File: config.mk
export PLATFORM = sky130hd
export DESIGN_NAME = dtc_timer_ctl
export DESIGN_NICKNAME = d
export VERILOG_FILES = /design/src/dtc_pkg.sv /design/src/dtc_half_if.sv /design/src/dtc_timer_ctl.sv /design/src/dtc_half_gate.sv
export VERILOG_INCLUDE_DIRS = /design/src
export SDC_FILE = /design/constraint.sdc
export NUM_CORES = 1
export LEC_CHECK = 0
export BUFFER_PORTS_ARGS = -buffer_cell sky130_fd_sc_hd__buf_4
export CELL_PAD_IN_SITES_DETAIL_PLACEMENT = 0
export CELL_PAD_IN_SITES_GLOBAL_PLACEMENT = 2
export CORE_MARGIN = 4
export CORE_UTILIZATION = 30
export DETAILED_ROUTE_END_ITERATION = 16
export GPL_TIMING_DRIVEN = 1
export PLACE_DENSITY_LB_ADDON = 0.1
export SKIP_CTS_REPAIR_TIMING = 1
export SLEW_MARGIN = 20
export SYNTH_ARGS = -nofsm -noshare
export SYNTH_HDL_FRONTEND = slang
export SYNTH_SLANG_ARGS = --single-unit
File: constraint.sdc
create_clock -name ref_clk_in -period 3.4 [get_ports ref_clk_in]
set_input_delay 0.51 -clock ref_clk_in [delete_from_list [all_inputs] [get_ports ref_clk_in]]
set_output_delay 0.51 -clock ref_clk_in [all_outputs]
set_load 0.1 [all_outputs]
File: src/dtc_params.svh
// Constants for the dual timer control field block
`ifndef DTC_PARAMS_SVH
`define DTC_PARAMS_SVH

`define DTC_CTL_OFFSET      8'h0c
`define DTC_STATUS_OFFSET   8'h10
`define DTC_ADDR_W          8
`define DTC_CTL_RESET       32'h0000_0000
`define DTC_CTL_WMASK       32'h0000_0f7f
`define DTC_TA_EN_BIT       0
`define DTC_TA_STALL_BIT    1
`define DTC_TA_EDGE_LO      2
`define DTC_RTC_EN_BIT      4
`define DTC_TA_TRIG_BIT     5
`define DTC_TA_PWMINV_BIT   6
`define DTC_TB_EN_BIT       8
`define DTC_TB_STALL_BIT    9
`define DTC_TB_EDGE_LO      10
`define DTC_EDGE_POS        2'h0
`define DTC_EDGE_NEG        2'h1
`define DTC_EDGE_RSVD       2'h2
`define DTC_EDGE_BOTH       2'h3

`endif

File: src/dtc_pkg.sv
// Types for the dual timer control field block
`default_nettype none
package dtc_pkg;
  typedef enum logic [1:0] {
    DTC_BUS_IDLE = 2'h0,
    DTC_BUS_ACK  = 2'h1
  } dtc_bus_state_t;

  typedef struct packed {
    logic       enable;
    logic       freeze;
    logic [1:0] edge_sel;
  } dtc_half_cfg_t;
endpackage : dtc_pkg
`default_nettype wire

File: src/dtc_half_if.sv
// Per-half timer control carrier
`default_nettype none
interface dtc_half_if;
  dtc_pkg::dtc_half_cfg_t cfg;
  logic                   halted;
  logic                   sig_raw;
  logic                   run;
  logic                   edge_hit;
  modport ctl (output cfg, output halted, output sig_raw, input run, input edge_hit);
  modport half (input cfg, input halted, input sig_raw, output run, output edge_hit);
endinterface : dtc_half_if
`default_nettype wire

File: src/dtc_timer_ctl.sv
// Timer control register with Wishbone slave and field decoding
// Contract
// RULE_01 - B edge select: pos, neg, both; 2 reserved
// RULE_02 - B freezes during debug halt when set
// RULE_03 - Stall ignored while processor runs normally
// RULE_04 - B enable gates counting or capture
// RULE_05 - A PWM invert bit inverts output
// RULE_06 - A trigger enable gates converter trigger
// RULE_07 - Converter must enable and select timer
// RULE_08 - RTC enable gates RTC counting
// RULE_09 - A edge select: pos, neg, both; 2 reserved
// RULE_10 - A freezes during debug halt when set
// RULE_11 - A enable gates counting or capture
// RULE_12 - Bit 7 reserved, reads as zero
`default_nettype none
`include "dtc_params.svh"
module dtc_timer_ctl (
  // Clock and reset
  input  wire logic        ref_clk_in,
  input  wire logic        rst_in,
  // Wishbone slave
  input  wire logic        wb_cyc_in,
  input  wire logic        wb_stb_in,
  input  wire logic        wb_we_in,
  input  wire logic [7:0]  wb_adr_in,
  input  wire logic [3:0]  wb_sel_in,
  input  wire logic [31:0] wb_dat_in,
  output logic      [31:0] wb_dat_out,
  output logic             wb_ack_out,
  // Processor and timer signals
  input  wire logic        debug_halt_in,
  input  wire logic        timer_a_pin_in,
  input  wire logic        timer_b_pin_in,
  input  wire logic        timer_a_pwm_in,
  input  wire logic        timer_a_trigger_in,
  // Control outputs
  output logic             timer_a_run_out,
  output logic             timer_b_run_out,
  output logic             timer_a_edge_out,
  output logic             timer_b_edge_out,
  output logic             timer_a_pwm_out,
  output logic             timer_a_trigger_out,
  output logic             rtc_count_enable_out
);
  typedef struct packed {
    dtc_pkg::dtc_bus_state_t bus;
    logic [31:0]             rdata;
    logic [11:0]             timer_control;
    logic [2:0]              halt_sync;
    logic                    halted;
    logic [2:0]              a_sync;
    logic                    a_pin;
    logic [2:0]              b_sync;
    logic                    b_pin;
    logic                    pwm;
    logic                    trig;
    logic                    rtc;
  } dtc_ctl_state_t;

  dtc_ctl_state_t s_q;
  dtc_ctl_state_t s_d;
  dtc_half_if     a_if ();
  dtc_half_if     b_if ();
  logic           req;
  logic [31:0]    wmask;

  function automatic logic [31:0] dtc_byte_mask(input logic [3:0] sel);
    dtc_byte_mask = {{8{sel[3]}}, {8{sel[2]}}, {8{sel[1]}}, {8{sel[0]}}};
  endfunction : dtc_byte_mask

  // Level follows only when stages two and three agree
  function automatic logic dtc_filter(input logic [2:0] sync, input logic held);
    dtc_filter = (sync[1] == sync[2]) ? sync[2] : held;
  endfunction : dtc_filter

  assign req   = wb_cyc_in & wb_stb_in;
  assign wmask = dtc_byte_mask(wb_sel_in) & `DTC_CTL_WMASK;

  always_comb
  begin
    s_d           = s_q;
    s_d.halt_sync = {s_q.halt_sync[1:0], debug_halt_in};
    s_d.halted    = dtc_filter(s_q.halt_sync, s_q.halted);
    s_d.a_sync    = {s_q.a_sync[1:0], timer_a_pin_in};
    s_d.a_pin     = dtc_filter(s_q.a_sync, s_q.a_pin);
    s_d.b_sync    = {s_q.b_sync[1:0], timer_b_pin_in};
    s_d.b_pin     = dtc_filter(s_q.b_sync, s_q.b_pin);
    unique case (s_q.bus)
      dtc_pkg::DTC_BUS_IDLE:
      begin
        if (req)
        begin
          s_d.bus   = dtc_pkg::DTC_BUS_ACK;
          s_d.rdata = 32'h0000_0000;
          if (wb_adr_in == `DTC_CTL_OFFSET)
          begin
            // Reserved bit 7 never stored, reads zero
            s_d.rdata = {20'h00000, s_q.timer_control}; // RULE_12
            if (wb_we_in)
              s_d.timer_control = 12'((s_q.timer_control & ~wmask[11:0]) | (wb_dat_in[11:0] & wmask[11:0]));
          end
          else if (wb_adr_in == `DTC_STATUS_OFFSET)
            s_d.rdata = {29'h00000000, s_q.halted, timer_b_run_out, timer_a_run_out};
        end
      end
      dtc_pkg::DTC_BUS_ACK:
        s_d.bus = dtc_pkg::DTC_BUS_IDLE;
    endcase
    s_d.pwm  = timer_a_pwm_in ^ s_q.timer_control[`DTC_TA_PWMINV_BIT]; // RULE_05
    // Converter still needs its own enable and source select
    s_d.trig = timer_a_trigger_in & s_q.timer_control[`DTC_TA_TRIG_BIT]; // RULE_06 RULE_07
    s_d.rtc  = s_q.timer_control[`DTC_RTC_EN_BIT]; // RULE_08
  end

  always_ff @(posedge ref_clk_in or posedge rst_in)
  begin
    if (rst_in)
    begin
      s_q               <= '0;
      s_q.bus           <= dtc_pkg::DTC_BUS_IDLE;
      s_q.timer_control <= 12'(`DTC_CTL_RESET);
    end
    else
      s_q <= s_d;
  end

  // Half A configuration, one driver for the whole packed struct
  assign a_if.cfg          = '{enable:   s_q.timer_control[`DTC_TA_EN_BIT], // RULE_11
                               freeze:   s_q.timer_control[`DTC_TA_STALL_BIT], // RULE_10
                               edge_sel: s_q.timer_control[`DTC_TA_EDGE_LO +: 2]}; // RULE_09
  assign a_if.halted       = s_q.halted; // RULE_03
  assign a_if.sig_raw      = s_q.a_pin;
  // Half B configuration
  assign b_if.cfg          = '{enable:   s_q.timer_control[`DTC_TB_EN_BIT], // RULE_04
                               freeze:   s_q.timer_control[`DTC_TB_STALL_BIT], // RULE_02
                               edge_sel: s_q.timer_control[`DTC_TB_EDGE_LO +: 2]}; // RULE_01
  assign b_if.halted       = s_q.halted; // RULE_03
  assign b_if.sig_raw      = s_q.b_pin;

  dtc_half_gate u_gate_a (
    .ref_clk_in (ref_clk_in),
    .rst_in     (rst_in),
    .hif        (a_if.half)
  );

  dtc_half_gate u_gate_b (
    .ref_clk_in (ref_clk_in),
    .rst_in     (rst_in),
    .hif        (b_if.half)
  );

  // All outputs straight from flops
  assign wb_dat_out           = s_q.rdata;
  assign wb_ack_out           = (s_q.bus == dtc_pkg::DTC_BUS_ACK);
  assign timer_a_run_out      = a_if.run;
  assign timer_b_run_out      = b_if.run;
  assign timer_a_edge_out     = a_if.edge_hit;
  assign timer_b_edge_out     = b_if.edge_hit;
  assign timer_a_pwm_out      = s_q.pwm;
  assign timer_a_trigger_out  = s_q.trig;
  assign rtc_count_enable_out = s_q.rtc;
endmodule : dtc_timer_ctl
`default_nettype wire

File: src/dtc_half_gate.sv
// Run gating and edge detection for one timer half
`default_nettype none
`include "dtc_params.svh"
module dtc_half_gate (
  // Clock and reset
  input  wire logic ref_clk_in,
  input  wire logic rst_in,
  // Control carrier
  dtc_half_if.half  hif
);
  typedef struct packed {
    logic prev;
    logic run;
    logic hit;
  } dtc_gate_state_t;

  dtc_gate_state_t s_q;
  dtc_gate_state_t s_d;

  function automatic logic dtc_edge_match(input logic [1:0] sel, input logic prev, input logic cur);
    logic rise;
    logic fall;
    rise = cur & ~prev;
    fall = prev & ~cur;
    unique case (sel)
      `DTC_EDGE_POS:  dtc_edge_match = rise;
      `DTC_EDGE_NEG:  dtc_edge_match = fall;
      `DTC_EDGE_BOTH: dtc_edge_match = rise | fall;
      // Reserved code detects nothing
      default:        dtc_edge_match = 1'b0;
    endcase
  endfunction : dtc_edge_match

  always_comb
  begin
    s_d      = s_q;
    s_d.prev = hif.sig_raw;
    // Stall only matters while halted
    s_d.run  = hif.cfg.enable & ~(hif.cfg.freeze & hif.halted);
    s_d.hit  = hif.cfg.enable & dtc_edge_match(hif.cfg.edge_sel, s_q.prev, hif.sig_raw);
  end

  always_ff @(posedge ref_clk_in or posedge rst_in)
  begin
    if (rst_in)
      s_q <= '0;
    else
      s_q <= s_d;
  end

  assign hif.run      = s_q.run;
  assign hif.edge_hit = s_q.hit;
endmodule : dtc_half_gate
`default_nettype wire

## Word level (Yosys, flattened, before mapping)

Index checks and enable logic that the tools add are counted.

- Input port bits: 54
- Output and inout port bits: 40
- Logic and storage cells: 67
- Register bits: 67

- Mux-type cells: 8
- Reductions and logical operators: 5
- Eq/ne operators: 11
- Bitwise logic cells: 25

Operators with widths:

| cell | number |
|---|---|
| 46-bit two-way mux | 1 |
| 32-bit two-way mux | 1 |
| 12-bit AND | 2 |
| 12-bit two-way mux | 2 |
| 1-bit AND | 12 |
| 12-bit inverter | 1 |
| 12-bit OR | 1 |
| 8-bit by 4-bit equality test with 1-bit output, second input constant | 1 |
| 8-bit by 5-bit equality test with 1-bit output, second input constant | 1 |
| 2-bit by 1-bit equality test with 1-bit output, second input constant | 3 |
| 2-bit logical NOT | 3 |
| 1-bit inverter | 6 |
| 1-bit one-hot mux with 3 select lines | 2 |
| 2-bit equality test, second input constant | 2 |
| 2-bit one-hot mux with 2 select lines | 1 |
| 4-bit AND reduction | 1 |
| 1-bit equality test | 3 |
| 3-bit two-way mux | 1 |
| 2-bit inequality test, second input constant | 1 |
| 1-bit OR | 2 |
| 2-bit AND reduction | 1 |
| 1-bit XOR | 1 |

## Longest topological paths before layout

- Word-level depth: 7
- Gate-level depth with buffers: 5

## By module

From an unflattened synthesis, not the netlist that was laid out.

- Cell total of the unflattened synthesis: 143
- Area total of the unflattened synthesis: 1906.8 µm²

Modules (own cells, without submodules):

| module | times used | sequential area each (µm²) | cells each | area each (µm²) |
|---|---|---|---|---|
| dtc_timer_ctl | 1 | 950.9 | 117 | 1609.0 |
| dtc_half_gate | 2 | 75.1 | 13 | 148.9 |

## Least setup slack after synthesis

Ideal clock, no wire load.

- Path type: input -> register
- From: in wb_adr_in[7]
- To: reg s_q, in the netlist a_if.cfg[0]
- Buffers on the path: 0
- Path slack: 1365 ps
- Stages: 3
- Data arrival time: 1910 ps
- Cell sequence: or4_4 -> nor4_4 -> mux2_2

- Word-level cells in the longest chain between the ends: 2

Ends and longest elaborated chain:

| item | line | source |
|---|---|---|
| from (decl) | dtc_timer_ctl.sv:25 | `input wire logic [7:0] wb_adr_in,` |
| 8-bit by 4-bit equality test with 1-bit output (no source line) | - |  |
| 4-bit AND reduction (no source line) | - |  |
| to (decl) | dtc_timer_ctl.sv:60 | `dtc_ctl_state_t s_q;` |

Every way passes these cells.
A chain may end at the register's enable or synchronous reset.

## Worst setup path in the final report

- From: in wb_adr_in[7]
- To: reg s_q, in the netlist a_if.cfg[1]

The elaborated chain is that of the path after synthesis.

==> impl_metrics.ini <==
[status]
status = finished clean

[hold_path]
hp-class = primary input to register
min-delay-start = debug_halt_in

[cells_and_area]
final-seq-area_mm2 = 0.00110
finalNonFillerCells = 262
multi_input_area_um2 = 603
area_growth_pct = 19.4
diodes = 0
finalNetCount = 245
drive_gt1_share_pct = 38.5
fill_cells = 590

[floorplanning]
start_util_pct = 31.6
die_area_mm2 = 0.00769
num_rows = 28
fp.dieH_um = 87.7
dieWidth_um = 87.7
core_mm2 = 0.00603
pin_count = 94

[cts]
cts-root-buf = clkbuf_8
cts_num_sinks = 44
worstSkewPairLatency_ns = 0.29
cts_tree = built
cts_buffers = 5
clk_pin_slew_worst_paths_ns = 0.08
cts_max_path_buffers = 2
htree_levels = 2

[logic_synthesis]
async_flop_share_pct = 100
synth.yosys.seq_area_share_pct = 57.8
synth-edff-count = 0
ys_types = 24
postSynthAreaPerCell_um2 = 13.1
ys_ff_latch = 44
synth_top_area_cell = dfrtp_1
syn_area_mm2 = 0.00190
synth_area_leaders = dfrtp_1 58%, buf_4 13%, mux2_2 6.5%
ys_top_cells_by_count = 44 x dfrtp_1, 32 x buf_4, 11 x mux2_2
synth-main-ff-cell = dfrtp_1
yosysMostFrequentCell = dfrtp_1
post-synth-top-area-fraction_pct = 57.8
yosysWarnings = 0
synthCells = 145

[global_route]
grt_overflow_total = 0
gr-usage-all-layers_pct = 9.61
antenna_found_initial = 0
first_global_vias = 1151
grt_max_degree = 45
grt_pass1_wl_um = 5680

[critical_path]
crit_required_ns = 3.58
cp-start-kind = primary input
endpoint_kind = register
crit_type = primary input to register
r2r_slack_ns = 1.49
r2r_start = s_q[59]$_DFFE_PP0P_
crit_arrival_ns = 2.21
startpoint = wb_adr_in[7]
crit_path_max_fanout = 7

[sta]
postLayoutSetupSlackWorst_ns = 1.37
finClkSkew_ns = 0.00321
max_freq_mhz = 492
tightest_slew_ns = 0.878
relSlewSlack_pct = 41.4
slew_viol_final = 0
report.final.hold_viol_count = 0
rsz0062_at_grt = no
setup_viol = 0
fin_tns_setup_ns = 0
post-route-period-util_pct = 59.7
min_period_ns = 2.03

[detailed_routing]
firstDrtPassIters = 4
wl_per_cell_um = 13.3
ant_nets = 0
avgViaCountPerCell = 4.14
via_count = 1085
drt_wl_total_um = 3490
drt-initial-drc-count = 27
drc = 0

[place]
port_buffers = 49
dp_cells = 255
place_hpwl_um = 2630
place_congestion = 0.759
post-place-ws_ns = 1.04

[power_and_ir_drop]
worst_ir_drop_vdd_mv = 0.271
power.total_w = 0.00103
power_leakage_nw = 1.18
power_density_mw_per_mm2 = 451

[flow_run]
max_cap_violations = 0
area by class of cell:
class / count / area share [%]
Clock buffer: 6 / 3.19
Inverter: 6 / 0.991
Multi-Input combinational cell: 80 / 26.5
Tap cell: 75 / 4.13
Sequential cell: 44 / 48.4
Clock inverter: 1 / 0.220
Timing Repair Buffer: 50 / 16.5
layer usage:
layer / part of all wire (%) / GRT usage, %
met1: 43 / 12.2
met3: 9.1 / 3.57
met2: 46 / 14.7
met5: 0 / 0
met4: 2.0 / 4.18
report_power, final:
group / internal, W / leakage [nW] / switching (W)
sequential: 0.000537 / 0.579 / 0.00000876
combinational: 0.0000344 / 0.561 / 0.000141
clock: 0.000140 / 0.0410 / 0.000165
stage by stage:
| step | utilization (%) | area, um^2 | hold slack [ns] |
|---|---|---|---|
| floorplan | - | 1980 | 0.331 |
| global placement | 36.4 | 2200 | 0.338 |
| detailed placement | 36.4 | 2200 | 0.336 |
| CTS | 37.7 | 2270 | 0.312 |
| global route | 37.7 | 2270 | 0.300 |
| finish | 37.7 | 2270 | 0.324 |
state kept, by name (all words and copies together), names as in the netlist, 4 cells and up:
name        count
s_q             6
wb_dat_out     11
b_if.cfg        4
s_d             7
a_if.cfg        4
worst paths after layout:
kind,endpoint,cells past startpoint
worst max-delay path,a_if.cfg[1]$_DFFE_PP0P_,4
max in group asynchronous,u_gate_b.s_q[2]$_DFF_PP0_,2
min in group asynchronous,s_d[9]$_DFF_PP0_,2
worst max register to register,a_if.cfg[1]$_DFFE_PP0P_,3
worst min register to register,s_d[10]$_DFF_PP0_,0
worst min-delay path,s_d[13]$_DFF_PP0_,1
placed cells by master, fill, tap and decap left out:
| cell type | count |
|---|---|
| a21boi_0 | 4 |
| a221o_1 | 3 |
| a22o_1 | 8 |
| and2_1 | 4 |
| buf_4 | 50 |
| clkbuf_1 | 1 |
| clkbuf_8 | 5 |
| clkinv_2 | 1 |
| conb_1 | 21 |
| dfrtp_1 | 44 |
| ha_1 | 4 |
| inv_1 | 5 |
| inv_2 | 1 |
| maj3_1 | 3 |
| mux2_2 | 11 |
| nand2_1 | 4 |
| nand3b_1 | 2 |
| nand4bb_1 | 1 |
| nor2_1 | 2 |
| nor2b_1 | 4 |
| nor3_1 | 2 |
| nor4_4 | 2 |
| o21ai_0 | 2 |
| or3b_2 | 1 |
| or4_4 | 1 |
| xor2_1 | 1 |
logic make-up (layout without fill, tap and decap cells):
logic type / after synthesis / count (layout) / synth area share, %
AND/OR/NAND/NOR: 23 / 23 / 9.00
multiplexers: 11 / 11 / 6.50
XOR/XNOR: 1 / 1 / 0.460
adder cells (fa/ha/maj): 7 / 7 / 4.21
other: 1 / 21 / 0.197
buffers and inverters: 41 / 63 / 14.5
AO/OA/AOI/OAI: 17 / 17 / 7.36
flip-flops: 44 / 44 / 57.8
worst max-delay path, stage by stage:
cell and delay, ns:
buf_4 0.11, or4_4 0.58, nor4_4 0.61, mux2_2 0.40
No activity file was read; power rests on OpenSTA's default activity.
